**config.mk**
```make
export PLATFORM = sky130hd
export DESIGN_NAME = tsc_serial_ctrl
export DESIGN_NICKNAME = d
export VERILOG_FILES = /design/src/hw/tsc_pkg.sv /design/src/hw/tsc_fifo.sv /design/src/hw/tsc_serial_ctrl.sv
export SDC_FILE = /design/constraint.sdc
export NUM_CORES = 1
export LEC_CHECK = 0
export BUFFER_PORTS_ARGS = -buffer_cell sky130_fd_sc_hd__buf_2
export CAP_MARGIN = 10
export CORE_MARGIN = 8
export CORE_UTILIZATION = 55
export DETAILED_ROUTE_END_ITERATION = 10
export PLACE_DENSITY = 0.76
export SLEW_MARGIN = 20
export SYNTH_ARGS = -nofsm -noshare
export SYNTH_HDL_FRONTEND = slang
export SYNTH_SLANG_ARGS = --single-unit
```
**constraint.sdc**
```tcl
create_clock -name clk_i -period 2.4 [get_ports clk_i]
set_clock_uncertainty 0.1 [all_clocks]
set_input_delay 0.24 -clock clk_i [delete_from_list [all_inputs] [get_ports clk_i]]
set_output_delay 0.24 -clock clk_i [all_outputs]
set_load 0.05 [all_outputs]
```
**src/hw/tsc_pkg.sv**
```systemverilog
// Shared constants and types for the touch converter serial control block
package tsc_pkg;

    // ==========================================================
    // Command framing and timing, counted in serial clock edges
    // ==========================================================
    localparam logic [3:0]  TSC_ACQ_FIRST_FALL = 4'h5;    // Tracking opens on this falling edge
    localparam logic [3:0]  TSC_CMD_DONE_FALL  = 4'h8;    // Command complete, conversion starts
    localparam logic [3:0]  TSC_OVERLAP_BITS   = 4'h6;    // Result bits out before a new start is seen
    localparam logic [3:0]  TSC_LEN_12         = 4'hC;    // Decisions in full resolution
    localparam logic [3:0]  TSC_LEN_8          = 4'h8;    // Decisions in reduced resolution
    localparam int          TSC_RES_BITS       = 12;
    localparam int          TSC_FIFO_DEPTH     = 8;

    // ==========================================================
    // Field codes and reset values
    // ==========================================================
    localparam logic [1:0]  TSC_PD_AUTO        = 2'h0;    // Off between conversions, pen detect on
    localparam logic [2:0]  TSC_CHAN_Y         = 3'h1;    // Y position, Y drivers on
    localparam logic [2:0]  TSC_CHAN_X         = 3'h5;    // X position, X drivers on
    localparam logic [7:0]  TSC_CMD_RST        = 8'h00;
    localparam logic [11:0] TSC_MSB_MASK       = 12'h800;
    localparam logic [11:0] TSC_CODE_RST       = 12'h000;
    localparam logic [3:0]  TSC_CNT_RST        = 4'h0;

    // ==========================================================
    // Types
    // ==========================================================
    typedef struct packed {
        logic       start;
        logic [2:0] chan_addr;
        logic       mode8;
        logic       reference_mode_sel;
        logic       power_sel_hi;
        logic       power_sel_lo;
    } tsc_cmd_t;

    typedef struct packed {
        logic xp;
        logic xn;
        logic yp;
        logic yn;
    } tsc_sw_t;

    typedef struct packed {
        logic [2:0]              chan_addr;
        logic                    mode8;
        logic [TSC_RES_BITS-1:0] code;
    } tsc_res_t;

    typedef enum logic {
        TSC_CM_HUNT = 1'b0,
        TSC_CM_TAKE = 1'b1
    } tsc_cm_state_t;

    typedef enum logic [1:0] {
        TSC_CV_IDLE  = 2'b00,
        TSC_CV_BUSY  = 2'b01,
        TSC_CV_SHIFT = 2'b11
    } tsc_cv_state_t;

endpackage

```
**src/hw/tsc_fifo.sv**
```systemverilog
// Result buffer with valid and ready on both sides
`timescale 1ns/1ps
module tsc_fifo #(
    parameter int WIDTH = 16,
    parameter int DEPTH = 8
) (
    // Clock and reset
    input  wire logic                   clk_i,
    input  wire logic                   rst_n_i,
    // Fill side
    input  wire logic                   in_valid_i,
    output logic                        in_ready_o,
    input  wire logic [WIDTH-1:0]       in_data_i,
    // Drain side
    output logic                        out_valid_o,
    input  wire logic                   out_ready_i,
    output logic [WIDTH-1:0]            out_data_o,
    // Fill level
    output logic [$clog2(DEPTH):0]      count_o
);
    localparam int AW = $clog2(DEPTH);

    logic [WIDTH-1:0] mem [DEPTH];
    logic [AW:0]      wr_ptr_r;
    logic [AW:0]      rd_ptr_r;
    wire              push_w = in_valid_i & in_ready_o;
    wire              pop_w  = out_valid_o & out_ready_i;

    // Extra pointer bit separates full from empty
    assign count_o     = wr_ptr_r - rd_ptr_r;
    assign in_ready_o  = (count_o != DEPTH[AW:0]);
    assign out_valid_o = (count_o != '0);
    assign out_data_o  = mem[rd_ptr_r[AW-1:0]];

    // Pointers
    always_ff @(posedge clk_i or negedge rst_n_i)
    begin
        if (!rst_n_i)
        begin
            wr_ptr_r <= '0;
            rd_ptr_r <= '0;
        end
        else
        begin
            if (push_w)
                wr_ptr_r <= wr_ptr_r + 1'b1;
            if (pop_w)
                rd_ptr_r <= rd_ptr_r + 1'b1;
        end
    end

    // Storage, no reset needed on data
    always_ff @(posedge clk_i)
    begin
        if (push_w)
            mem[wr_ptr_r[AW-1:0]] <= in_data_i;
    end

endmodule

```
**src/hw/tsc_serial_ctrl.sv**
```systemverilog
// Serial command framing and conversion sequencer for a touch-screen converter
//
// Function
// - first high bit after select is start; ignored here while the result buffer has no free slot
// - shift one input bit per rising edge
// - leading zeros before start have no effect
// - output changes on falling edge, MSB first
// - busy high one period after command
// - one decision per falling edge, twelve bits
// - select high floats busy and data out
// - conversion begins at falling edge after bit eight
// - new start accepted after sixth result bit
// - running conversion always completes first
// - back to back conversions every fifteen clocks
// - reduced resolution ends four clocks sooner
// - decode start, address, mode, reference, power
// - power codes set converter and pen detect
// - power-down only after conversion, command restores
// - reset holds power field zero, output zero
// - drivers on at acquisition, single-ended opens them
// - track from fifth to eighth falling edge
// - select rising aborts and powers down
`timescale 1ns/1ps
module tsc_serial_ctrl #(
    parameter int FIFO_DEPTH = tsc_pkg::TSC_FIFO_DEPTH
) (
    // Clock and reset
    input  wire logic              clk_i,
    input  wire logic              rst_n_i,
    // Serial port pins
    input  wire logic              host_serial_clock_i,
    input  wire logic              cs_n_i,
    input  wire logic              din_i,
    output logic                   dout_o,
    output logic                   dout_oe_n_o,
    output logic                   busy_o,
    output logic                   busy_oe_n_o,
    // Analog front end
    input  wire logic              comp_i,
    output logic [11:0]            sar_trial_o,
    output logic [2:0]             chan_sel_o,
    output logic                   ref_diff_o,
    output logic                   track_o,
    output logic                   adc_power_o,
    output tsc_pkg::tsc_sw_t       drv_o,
    output logic                   touch_irq_en_o,
    // Result stream
    output logic                   res_valid_o,
    input  wire logic              res_ready_i,
    output tsc_pkg::tsc_res_t      res_data_o
);
    import tsc_pkg::*;

    localparam int CW = $clog2(FIFO_DEPTH) + 1;

    // ==========================================================
    // Reset release and serial edge detection
    // ==========================================================
    logic [1:0]     rst_sync_r;
    logic           rst_n;
    logic           sclk_q_r;
    logic           cs_low;
    logic           sclk_rise;
    logic           sclk_fall;

    // Release through two flops, assertion stays asynchronous
    always_ff @(posedge clk_i or negedge rst_n_i)
    begin
        if (!rst_n_i)
            rst_sync_r <= 2'h0;
        else
            rst_sync_r <= {rst_sync_r[0], 1'b1};
    end

    assign rst_n = rst_sync_r[1];

    // Serial clock history, pins are synchronous to clk_i
    always_ff @(posedge clk_i or negedge rst_n)
    begin
        if (!rst_n)
            sclk_q_r <= 1'b0;
        else
            sclk_q_r <= host_serial_clock_i;
    end

    // Edges only count while the port is selected
    assign cs_low    = ~cs_n_i;
    assign sclk_rise = cs_low & host_serial_clock_i & ~sclk_q_r;
    assign sclk_fall = cs_low & ~host_serial_clock_i & sclk_q_r;

    // ==========================================================
    // Command framing
    // ==========================================================
    tsc_cm_state_t  cm_state_r;
    tsc_cm_state_t  cm_state_nxt;
    logic [7:0]     cmd_sh_r;
    logic [7:0]     cmd_sh_nxt;
    logic [3:0]     cmd_fall_r;
    logic [3:0]     cmd_fall_nxt;
    logic [3:0]     cmd_fall_inc;
    tsc_cv_state_t  cv_state_r;
    logic [3:0]     out_cnt_r;
    logic [CW-1:0]  fifo_count;
    logic           in_flight;
    logic           room_ok;
    logic           overlap_ok;
    logic           start_ok;
    logic           cmd_done;
    logic           acq_open;
    tsc_cmd_t       new_cmd;

    // A new start needs the previous result past its sixth bit
    // and a free slot, counting the result still in flight
    assign in_flight    = (cv_state_r != TSC_CV_IDLE);
    assign room_ok      = ({1'b0, fifo_count} + {{CW{1'b0}}, in_flight}) < FIFO_DEPTH[CW:0];
    assign overlap_ok   = ~in_flight | ((cv_state_r == TSC_CV_SHIFT) & (out_cnt_r >= TSC_OVERLAP_BITS));
    assign start_ok     = (cm_state_r == TSC_CM_HUNT) & sclk_rise & din_i & overlap_ok & room_ok;
    assign cmd_fall_inc = cmd_fall_r + 4'h1;
    assign cmd_done     = (cm_state_r == TSC_CM_TAKE) & sclk_fall & (cmd_fall_inc == TSC_CMD_DONE_FALL);
    assign acq_open     = (cm_state_r == TSC_CM_TAKE) & sclk_fall & (cmd_fall_inc == TSC_ACQ_FIRST_FALL);
    assign new_cmd      = tsc_cmd_t'(cmd_sh_r);

    // Framing next state
    always_comb
    begin
        cm_state_nxt = cm_state_r;
        cmd_sh_nxt   = cmd_sh_r;
        cmd_fall_nxt = cmd_fall_r;
        if (sclk_rise)
            cmd_sh_nxt = {cmd_sh_r[6:0], din_i};
        if (!cs_low)
        begin
            cm_state_nxt = TSC_CM_HUNT;
            cmd_fall_nxt = TSC_CNT_RST;
        end
        else
        begin
            unique case (cm_state_r)
                TSC_CM_HUNT:
                begin
                    if (start_ok)
                    begin
                        cm_state_nxt = TSC_CM_TAKE;
                        cmd_fall_nxt = TSC_CNT_RST;
                    end
                end
                TSC_CM_TAKE:
                begin
                    if (sclk_fall)
                        cmd_fall_nxt = cmd_fall_inc;
                    if (cmd_done)
                        cm_state_nxt = TSC_CM_HUNT;
                end
            endcase
        end
    end

    // Framing registers
    always_ff @(posedge clk_i or negedge rst_n)
    begin
        if (!rst_n)
        begin
            cm_state_r <= TSC_CM_HUNT;
            cmd_sh_r   <= TSC_CMD_RST;
            cmd_fall_r <= TSC_CNT_RST;
        end
        else
        begin
            cm_state_r <= cm_state_nxt;
            cmd_sh_r   <= cmd_sh_nxt;
            cmd_fall_r <= cmd_fall_nxt;
        end
    end

    // ==========================================================
    // Successive approximation and result shifting
    // ==========================================================
    tsc_cv_state_t  cv_state_nxt;
    tsc_cmd_t       cur_cmd_r;
    logic [3:0]     out_cnt_nxt;
    logic [3:0]     conv_len;
    logic [11:0]    sar_r;
    logic [11:0]    sar_nxt;
    logic [11:0]    sar_dec;
    logic [11:0]    mask_r;
    logic [11:0]    mask_nxt;
    logic [11:0]    trial_r;
    logic [11:0]    trial_nxt;
    logic           dout_r;
    logic           dout_nxt;
    logic           busy_r;
    logic           busy_nxt;
    logic           conv_end;
    logic           push;
    logic           fifo_in_ready;

    assign conv_len = cur_cmd_r.mode8 ? TSC_LEN_8 : TSC_LEN_12;
    // Decided bit kept when the comparator says input is above trial
    assign sar_dec  = comp_i ? (sar_r | mask_r) : sar_r;
    assign conv_end = (cv_state_r == TSC_CV_SHIFT) & sclk_fall & (out_cnt_r == conv_len);
    assign push     = conv_end;

    // Conversion next state
    always_comb
    begin
        cv_state_nxt = cv_state_r;
        out_cnt_nxt  = out_cnt_r;
        sar_nxt      = sar_r;
        mask_nxt     = mask_r;
        trial_nxt    = trial_r;
        dout_nxt     = dout_r;
        busy_nxt     = busy_r;
        if (!cs_low)
        begin
            cv_state_nxt = TSC_CV_IDLE;
            out_cnt_nxt  = TSC_CNT_RST;
            sar_nxt      = TSC_CODE_RST;
            mask_nxt     = TSC_CODE_RST;
            trial_nxt    = TSC_CODE_RST;
            dout_nxt     = 1'b0;
            busy_nxt     = 1'b0;
        end
        else if (sclk_fall)
        begin
            unique case (cv_state_r)
                TSC_CV_IDLE:
                begin
                    if (cmd_done)
                    begin
                        cv_state_nxt = TSC_CV_BUSY;
                        busy_nxt     = 1'b1;
                        out_cnt_nxt  = TSC_CNT_RST;
                        sar_nxt      = TSC_CODE_RST;
                        mask_nxt     = TSC_MSB_MASK;
                        trial_nxt    = TSC_MSB_MASK;
                    end
                end
                TSC_CV_BUSY, TSC_CV_SHIFT:
                begin
                    busy_nxt = 1'b0;
                    if (conv_end)
                    begin
                        cv_state_nxt = TSC_CV_IDLE;
                        dout_nxt     = 1'b0;
                        mask_nxt     = TSC_CODE_RST;
                        trial_nxt    = TSC_CODE_RST;
                    end
                    else
                    begin
                        cv_state_nxt = TSC_CV_SHIFT;
                        dout_nxt     = comp_i;
                        sar_nxt      = sar_dec;
                        mask_nxt     = mask_r >> 1;
                        trial_nxt    = sar_dec | (mask_r >> 1);
                        out_cnt_nxt  = out_cnt_r + 4'h1;
                    end
                end
                default:
                begin
                    cv_state_nxt = TSC_CV_IDLE;
                end
            endcase
        end
    end

    // Conversion registers
    always_ff @(posedge clk_i or negedge rst_n)
    begin
        if (!rst_n)
        begin
            cv_state_r <= TSC_CV_IDLE;
            out_cnt_r  <= TSC_CNT_RST;
            sar_r      <= TSC_CODE_RST;
            mask_r     <= TSC_CODE_RST;
            trial_r    <= TSC_CODE_RST;
            dout_r     <= 1'b0;
            busy_r     <= 1'b0;
        end
        else
        begin
            cv_state_r <= cv_state_nxt;
            out_cnt_r  <= out_cnt_nxt;
            sar_r      <= sar_nxt;
            mask_r     <= mask_nxt;
            trial_r    <= trial_nxt;
            dout_r     <= dout_nxt;
            busy_r     <= busy_nxt;
        end
    end

    // Command held for the whole conversion; power field resets to zero
    always_ff @(posedge clk_i or negedge rst_n)
    begin
        if (!rst_n)
            cur_cmd_r <= tsc_cmd_t'(TSC_CMD_RST);
        else if (cmd_done)
            cur_cmd_r <= new_cmd;
    end

    // ==========================================================
    // Touch drivers, tracking and power
    // ==========================================================
    logic           track_r;
    logic           pwr_on_r;
    logic [2:0]     acq_chan_r;
    tsc_sw_t        drv_r;
    tsc_sw_t        drv_sel;
    logic [2:0]     acq_chan;
    logic           keep_on;

    // Address bits sit low in the partial command at the fifth falling
    assign acq_chan = cmd_sh_r[3:1];
    assign drv_sel.xp = (acq_chan == TSC_CHAN_X);
    assign drv_sel.xn = (acq_chan == TSC_CHAN_X);
    assign drv_sel.yp = (acq_chan == TSC_CHAN_Y);
    assign drv_sel.yn = (acq_chan == TSC_CHAN_Y);
    assign keep_on    = ({cur_cmd_r.power_sel_hi, cur_cmd_r.power_sel_lo} != TSC_PD_AUTO);

    // Tracking window and driver switches
    always_ff @(posedge clk_i or negedge rst_n)
    begin
        if (!rst_n)
        begin
            track_r    <= 1'b0;
            drv_r      <= '0;
            acq_chan_r <= 3'h0;
        end
        else if (!cs_low)
        begin
            track_r <= 1'b0;
            drv_r   <= '0;
        end
        else if (acq_open)
        begin
            track_r    <= 1'b1;
            drv_r      <= drv_sel;
            acq_chan_r <= acq_chan;
        end
        else if (cmd_done)
        begin
            track_r <= 1'b0;
            if (new_cmd.reference_mode_sel)
                drv_r <= '0;
        end
        // Keep drivers that an overlapped command has just switched on
        else if (conv_end & ~track_r)
            drv_r <= '0;
    end

    // Power state follows the command only once its conversion ends
    always_ff @(posedge clk_i or negedge rst_n)
    begin
        if (!rst_n)
            pwr_on_r <= 1'b0;
        else if (!cs_low)
            pwr_on_r <= 1'b0;
        else if (start_ok)
            pwr_on_r <= 1'b1;
        // power-down after conversion end
        // An overlapped command already being taken keeps power up
        else if (conv_end)
            pwr_on_r <= keep_on | (cm_state_r == TSC_CM_TAKE);
    end

    // ==========================================================
    // Result buffer
    // ==========================================================
    tsc_res_t       res_in;

    assign res_in.chan_addr = cur_cmd_r.chan_addr;
    assign res_in.mode8     = cur_cmd_r.mode8;
    assign res_in.code      = sar_r;

    // Slot reserved at start, so a push never meets a full buffer
    tsc_fifo #(
        .WIDTH ($bits(tsc_res_t)),
        .DEPTH (FIFO_DEPTH)
    ) u_res_fifo (
        .clk_i       (clk_i),
        .rst_n_i     (rst_n),
        .in_valid_i  (push),
        .in_ready_o  (fifo_in_ready),
        .in_data_i   (res_in),
        .out_valid_o (res_valid_o),
        .out_ready_i (res_ready_i),
        .out_data_o  (res_data_o),
        .count_o     (fifo_count)
    );

    // ==========================================================
    // Outputs
    // ==========================================================
    // float outputs while deselected
    assign dout_oe_n_o    = cs_n_i;
    assign busy_oe_n_o    = cs_n_i;
    assign dout_o         = dout_r;
    assign busy_o         = busy_r;
    assign sar_trial_o    = trial_r;
    assign chan_sel_o     = track_r ? acq_chan_r : cur_cmd_r.chan_addr;
    assign ref_diff_o     = ~cur_cmd_r.reference_mode_sel;
    assign track_o        = track_r;
    assign adc_power_o    = pwr_on_r;
    assign drv_o          = drv_r;
    // pen detect only in auto mode
    assign touch_irq_en_o = ~keep_on & ~pwr_on_r & fifo_in_ready;

endmodule

```
# Word level (Yosys, flattened, before mapping)
# Memory sizes are Yosys's and may differ from the RTL's.
# Cells that the tools add are included.
dict set report op_classes {
  addsub 6
  order_cmp 2
  eq_ne 13
  muxes 56
  bitwise 32
  reduce_logical 18
}
# op n
set ops {}
lappend ops {{$mux W12} 11}
lappend ops {{$pmux W12 S2} 3}
lappend ops {{$mux W4} 12}
lappend ops {{$and A1 B1 Y1} 19}
lappend ops {{$mux W1} 18}
lappend ops {{$add A4 B1 Y4 const B} 4}
lappend ops {{$pmux W4 S2} 2}
lappend ops {{$ne A3 B3 Y1 const B} 4}
lappend ops {{$or A12 B11 Y12} 1}
lappend ops {{$or A12 B12 Y12} 1}
lappend ops {{$mux W11} 1}
lappend ops {{$reduce_and A2 Y1} 5}
lappend ops {{$not A1 Y1} 9}
lappend ops {{$reduce_bool A3 Y1} 3}
lappend ops {{$mux W2} 4}
lappend ops {{$reduce_bool A2 Y1} 4}
lappend ops {{$reduce_bool A4 Y1} 2}
lappend ops {{$mux W3} 2}
lappend ops {{$add A4 B1 Y5} 1}
lappend ops {{$lt A5 B4 Y1 const B} 1}
lappend ops {{$eq A4 B3 Y1 const B} 1}
lappend ops {{$eq A4 B4 Y1} 1}
lappend ops {{$eq A4 B4 Y1 const B} 1}
lappend ops {{$ge A4 B3 Y1 const B} 1}
lappend ops {{14 further kinds} 16}
dict set report totals {
  reg_bits 83
  ram_bits 128
  in_bits 7
  output_inout_bits 44
  word_cells 154
  n_memories 1
}
# name depth width rd rd_ports_with_merged_regs write_ports line_no
set memory_table {}
lappend memory_table {u_res_fifo.mem 8 16 1 0 1 tsc_fifo.sv:23} ;# logic [WIDTH-1:0] mem [DEPTH];

# Depth between registers and ports, before layout
dict set report depth {
  ltp_word 10
  ltp_mapped 11
  mapped_depth_nobuf 9
}

# Hierarchy
# A second synthesis with hierarchy kept.
dict set report unflattened {
  hier_cells 563
  area_unflattened_um2 8617.0
}
# mod n_inst cells_each area_each_um2 seq_area_each_um2
set by_module_without_submodules {}
lappend by_module_without_submodules {tsc_fifo 1 283 5411.4 4043.9}
lappend by_module_without_submodules {tsc_serial_ctrl 1 280 3205.6 1801.7}

# Worst setup path before layout
# Ideal clock, no wire load.
dict set report synth_timing {
  path_type {flip-flop to flip-flop}
  startpoint {reg u_res_fifo.rd_ptr_r[1]}
  endpoint {mem u_res_fifo.mem[4][0] (enable)}
  setup_time_ns 0.436
  t_arrival_ns 3.695
  path_slack_ns -1.831
  path_stages_with_launch 9
  n_path_buf 2
  path_cell_list {dfrtp_1 -> clkbuf_1 -> buf_1 -> inv_1 -> fa_1 -> xnor2_1 -> nand3b_1 -> o31ai_2 -> nor4b_1}
}
dict set report synth_via {
  elab_chain_len 5
}
# item line_no
set synth_rtl {}
lappend synth_rtl {{from (decl)} tsc_fifo.sv:25} ;# logic [AW:0] rd_ptr_r;
lappend synth_rtl {{from (signal assigned)} tsc_fifo.sv:48} ;# rd_ptr_r <= rd_ptr_r + 1'b1;
lappend synth_rtl {{$sub A4 B4 Y4} tsc_fifo.sv:30} ;# assign count_o = wr_ptr_r - rd_ptr_r;
lappend synth_rtl {{$ne A4 B4 Y1} tsc_fifo.sv:31} ;# assign in_ready_o = (count_o != DEPTH[AW:0]);
lappend synth_rtl {{$and A1 B1 Y1} tsc_fifo.sv:26} ;# wire push_w = in_valid_i & in_ready_o;
lappend synth_rtl {{$mux W1} tsc_fifo.sv:55} ;# if (push_w)
lappend synth_rtl {{$mux W1 (implied by the code)} tsc_fifo.sv:56} ;# mem[wr_ptr_r[AW-1:0]] <= in_data_i;
lappend synth_rtl {{to (decl)} tsc_fifo.sv:23}
# No other way between the ends.

# Worst setup path in the final report
dict set report layout_timing {
  startpoint {reg u_res_fifo.wr_ptr_r[0]}
  endpoint {mem u_res_fifo.mem[6][6] (enable)}
}
dict set report layout_via {
  elab_chain_len 5
}
# item line_no
set layout_rtl {}
lappend layout_rtl {{from (decl)} tsc_fifo.sv:24} ;# logic [AW:0] wr_ptr_r;
lappend layout_rtl {{from (signal assigned)} tsc_fifo.sv:46} ;# wr_ptr_r <= wr_ptr_r + 1'b1;
lappend layout_rtl {{$sub A4 B4 Y4} tsc_fifo.sv:30}
lappend layout_rtl {{$ne A4 B4 Y1} tsc_fifo.sv:31}
lappend layout_rtl {{$and A1 B1 Y1} tsc_fifo.sv:26}
lappend layout_rtl {{$mux W1} tsc_fifo.sv:55}
lappend layout_rtl {{$mux W1 (implied by the code)} tsc_fifo.sv:56}
# Several ways; a longest one is shown, not always the timed one.

==> impl_metrics.ini <==
[grt]
grtUsageMet2_pct = 36.8
busiest_layer = met2
gr-total-overflow = 0
first_global_vias = 5959
grt_max_degree = 46
gr-usage-all-layers_pct = 21.7
antenna_found_initial = 0
use_met1_pct = 28.5
grt_first_pass_wirelength_um = 33700
grt.met3_usage_pct = 2.82

[synth]
synth_area_mm2 = 0.00878
ys.flop_type = edfxtp_1
avgSynthCellArea_um2 = 14.7
syn_nets = 615
async_flop_share_pct = 38.5
synth-seq-area-share_pct = 66.6
synth_cell_type_count = 68
synth-edff-count = 128
syn-instance-count = 596
yosysWarnings = 0
synth_seq_cells = 208

[place]
dpl_worst_slack_ps = -199
gp_congestion = 0.876
portBuffers = 50
dp_hpwl_um = 12000

[job]
drv_cap = 0

[die]
io_pins = 51
start_util_pct = 55.7
rows = 46
dieArea_mm2 = 0.0203
coreArea_mm2 = 0.0158
die_w_um = 142
dieHeight_um = 142

[setup_path]
crit_family = simple AND/OR/NAND/NOR gates
crit_slowest_cell = fa_2
worstSetupEndpointType = flip-flop
cp.arrival_ps = 2820
worstPathMaxFanout = 16
rrSetupSlack_ps = -310
slowest_delay_ps = 520
critPathBufInv = 4
crit_path_start_kind = flip-flop
crit_type = flip-flop to flip-flop
required_ps = 2510
path_cells = inv_8 -> ha_4 -> inv_2 -> fa_2 -> nand3b_1 -> buf_4 -> o31ai_4 -> or2_4 -> nor3b_4 -> buf_12

[cells_and_area]
area_delta_synth_final_pct = 26.8
n_antenna_cell = 0
layout-drive-gt1-share_pct = 38.6
layout_commonest_cell = edfxtp_1
mostFrequentLayoutCells = edfxtp_1, dfrtp_1, buf_4, o21ai_0, nand2_1
n_fill_cell = 996
nets = 725

[clock_network]
cts-buffers-inserted = 22
cts_root_buf = clkbuf_16
cts_tree = done
cts.reportedPaths.clkPinSlew_ps = 60
insertion_delay_ps = 500
cts_max_level = 1
cts_buffer_depth = 3
clock-sinks = 208

[outcome]
failed_checks = negative setup slack
status = finished, violations left

[pwr]
ir_drop_mv = 0.512
p_per_area_mw_per_mm2 = 655
leakage_nw = 4.75

[timing]
hold_violations = 0
fin_hold_ws_ps = 50.3
slew_headroom_pct = 53.2
setup_ws_ps = -311
setup_violations = 155
max_freq_ghz = 0.369
tightest_slew_ps = 701
period_share_pct = 113
fin_crit_ps = 2710
rsz0062_at_grt = true
setup-tns-final_ps = -27980
slew_violations = 0

[routing]
dr.pass1.iters = 4
routedWlPerCell_um = 22.5
via_per_inst = 5.91
postRouteAntennaNets = 0
routed-via-count = 5544
drt-total-wl_um = 21100
drc = 0
drtIter0Drc = 432

[worst_hold_path]
hp-class = primary input to flip-flop
-- synth_stat cells, types with 6 or more instances --
cell type	n	area (um2)
clkbuf_1	21	78.8
a21o_1	11	82.6
mux2_2	22	248
edfxtp_1	128	3840
mux4_2	32	721
nor2_1	15	56.3
dfrtp_1	80	2000
ha_1	11	138
xnor2_1	6	52.6
a21oi_1	8	40.0
a22o_1	13	114
nand2_1	70	263
o21ai_0	37	185
inv_1	15	56.3
nand3_1	29	145
nor3_1	12	60.1
-- sequential cells by signal, summed over array words and instances, names as in the netlist --
signal               cells
u_res_fifo.mem         128
mask_r                  12
sar_r                   12
sar_trial_o             12
cmd_sh_r                 7
cur_cmd_r                7
cmd_fall_r               4
out_cnt_r                4
u_res_fifo.rd_ptr_r      4
u_res_fifo.wr_ptr_r      4
acq_chan_r               3
cv_state_r               2
drv_o                    2
rst_sync_r               2
adc_power_o              1
cm_state_r               1
dout_o                   1
sclk_q_r                 1
track_o                  1
-- final cells by class --
class / count / area (um2) / area share, %
Sequential cell: 208 / 5850 / 52.6
Multi-Input combinational cell: 336 / 3060 / 27.4
Timing Repair Buffer: 121 / 1190 / 10.7
Clock buffer: 34 / 637 / 5.72
Tap cell: 216 / 270 / 2.43
Inverter: 17 / 72.6 / 0.652
Clock inverter: 6 / 53.8 / 0.483
-- tightest hold or removal path, stage by stage --
cell	delay, ps
buf_2	80
buf_4	210
a2111oi_2	50
-- power by group --
| group | leakage (nW) | switching [W] | total [W] | internal, W |
|---|---|---|---|---|
| registers | 2.57 | 0.0000770 | 0.00390 | 0.00383 |
| logic | 1.85 | 0.0000829 | 0.000157 | 0.0000739 |
| clock network | 0.333 | 0.00131 | 0.00324 | 0.00193 |
| total | 4.75 | 0.00147 | 0.00730 | 0.00583 |
-- final timing paths --
kind	from	endpoint	cells after the start
setup / recovery	u_res_fifo.wr_ptr_r[0]	u_res_fifo.mem[6][6]	10
hold / removal	cs_n_i	cmd_fall_r[1]	3
setup reg to reg	u_res_fifo.wr_ptr_r[0]	u_res_fifo.mem[6][6]	10
hold reg to reg	rst_sync_r[1]	cv_state_r[0]	0
max in group asynchronous	rst_sync_r[1]	sar_r[7]	1
min in group asynchronous	rst_sync_r[1]	cv_state_r[0]	0
-- metrics by stage --
stage          power (W)  util (%)  instance area (um2)  instances
2_1_floorplan    0.00405         -                 8990        596
3_3_place_gp     0.00410      61.9                 9760        872
3_5_place_dp     0.00412      61.9                 9760        872
4_1_cts          0.00734      70.5                11100        939
5_1_grt          0.00752      70.6                11100        938
6_report         0.00730      70.6                11100        938
-- repair_timing --
item                                    in CTS  in global routing
pin swaps                                   11                  9
hold buffers                                 5                  0
gates resized for setup                     88                 38
endpoints found under the setup margin     167                183
cloned                                       8                  1
endpoints found under the hold margin        7                  0
setup buffers                               14                  5
-- metal layers --
metal | share of wire [%] | vias up | wire length [um]
met2 | 51 | 211 | 10700
li1 | - | 2488 | -
met1 | 41 | 2805 | 8700
met4 | 2.3 | 0 | 494
met5 | 0 | - | 0
met3 | 5.5 | 40 | 1150
-- logic make-up (layout without fill, tap and decap cells) --
group,Yosys count,count (layout),share of synthesized area [%]
flops,208,208,66.6
simple gates,160,160,9.00
compound gates,100,100,7.94
mux,54,54,11.0
buf+inv,52,178,2.74
fa+ha+maj,12,12,1.80
xor+xnor,9,9,0.898
other cells,1,1,0.0427
Note: power is estimated with default switching activity, not from simulation.
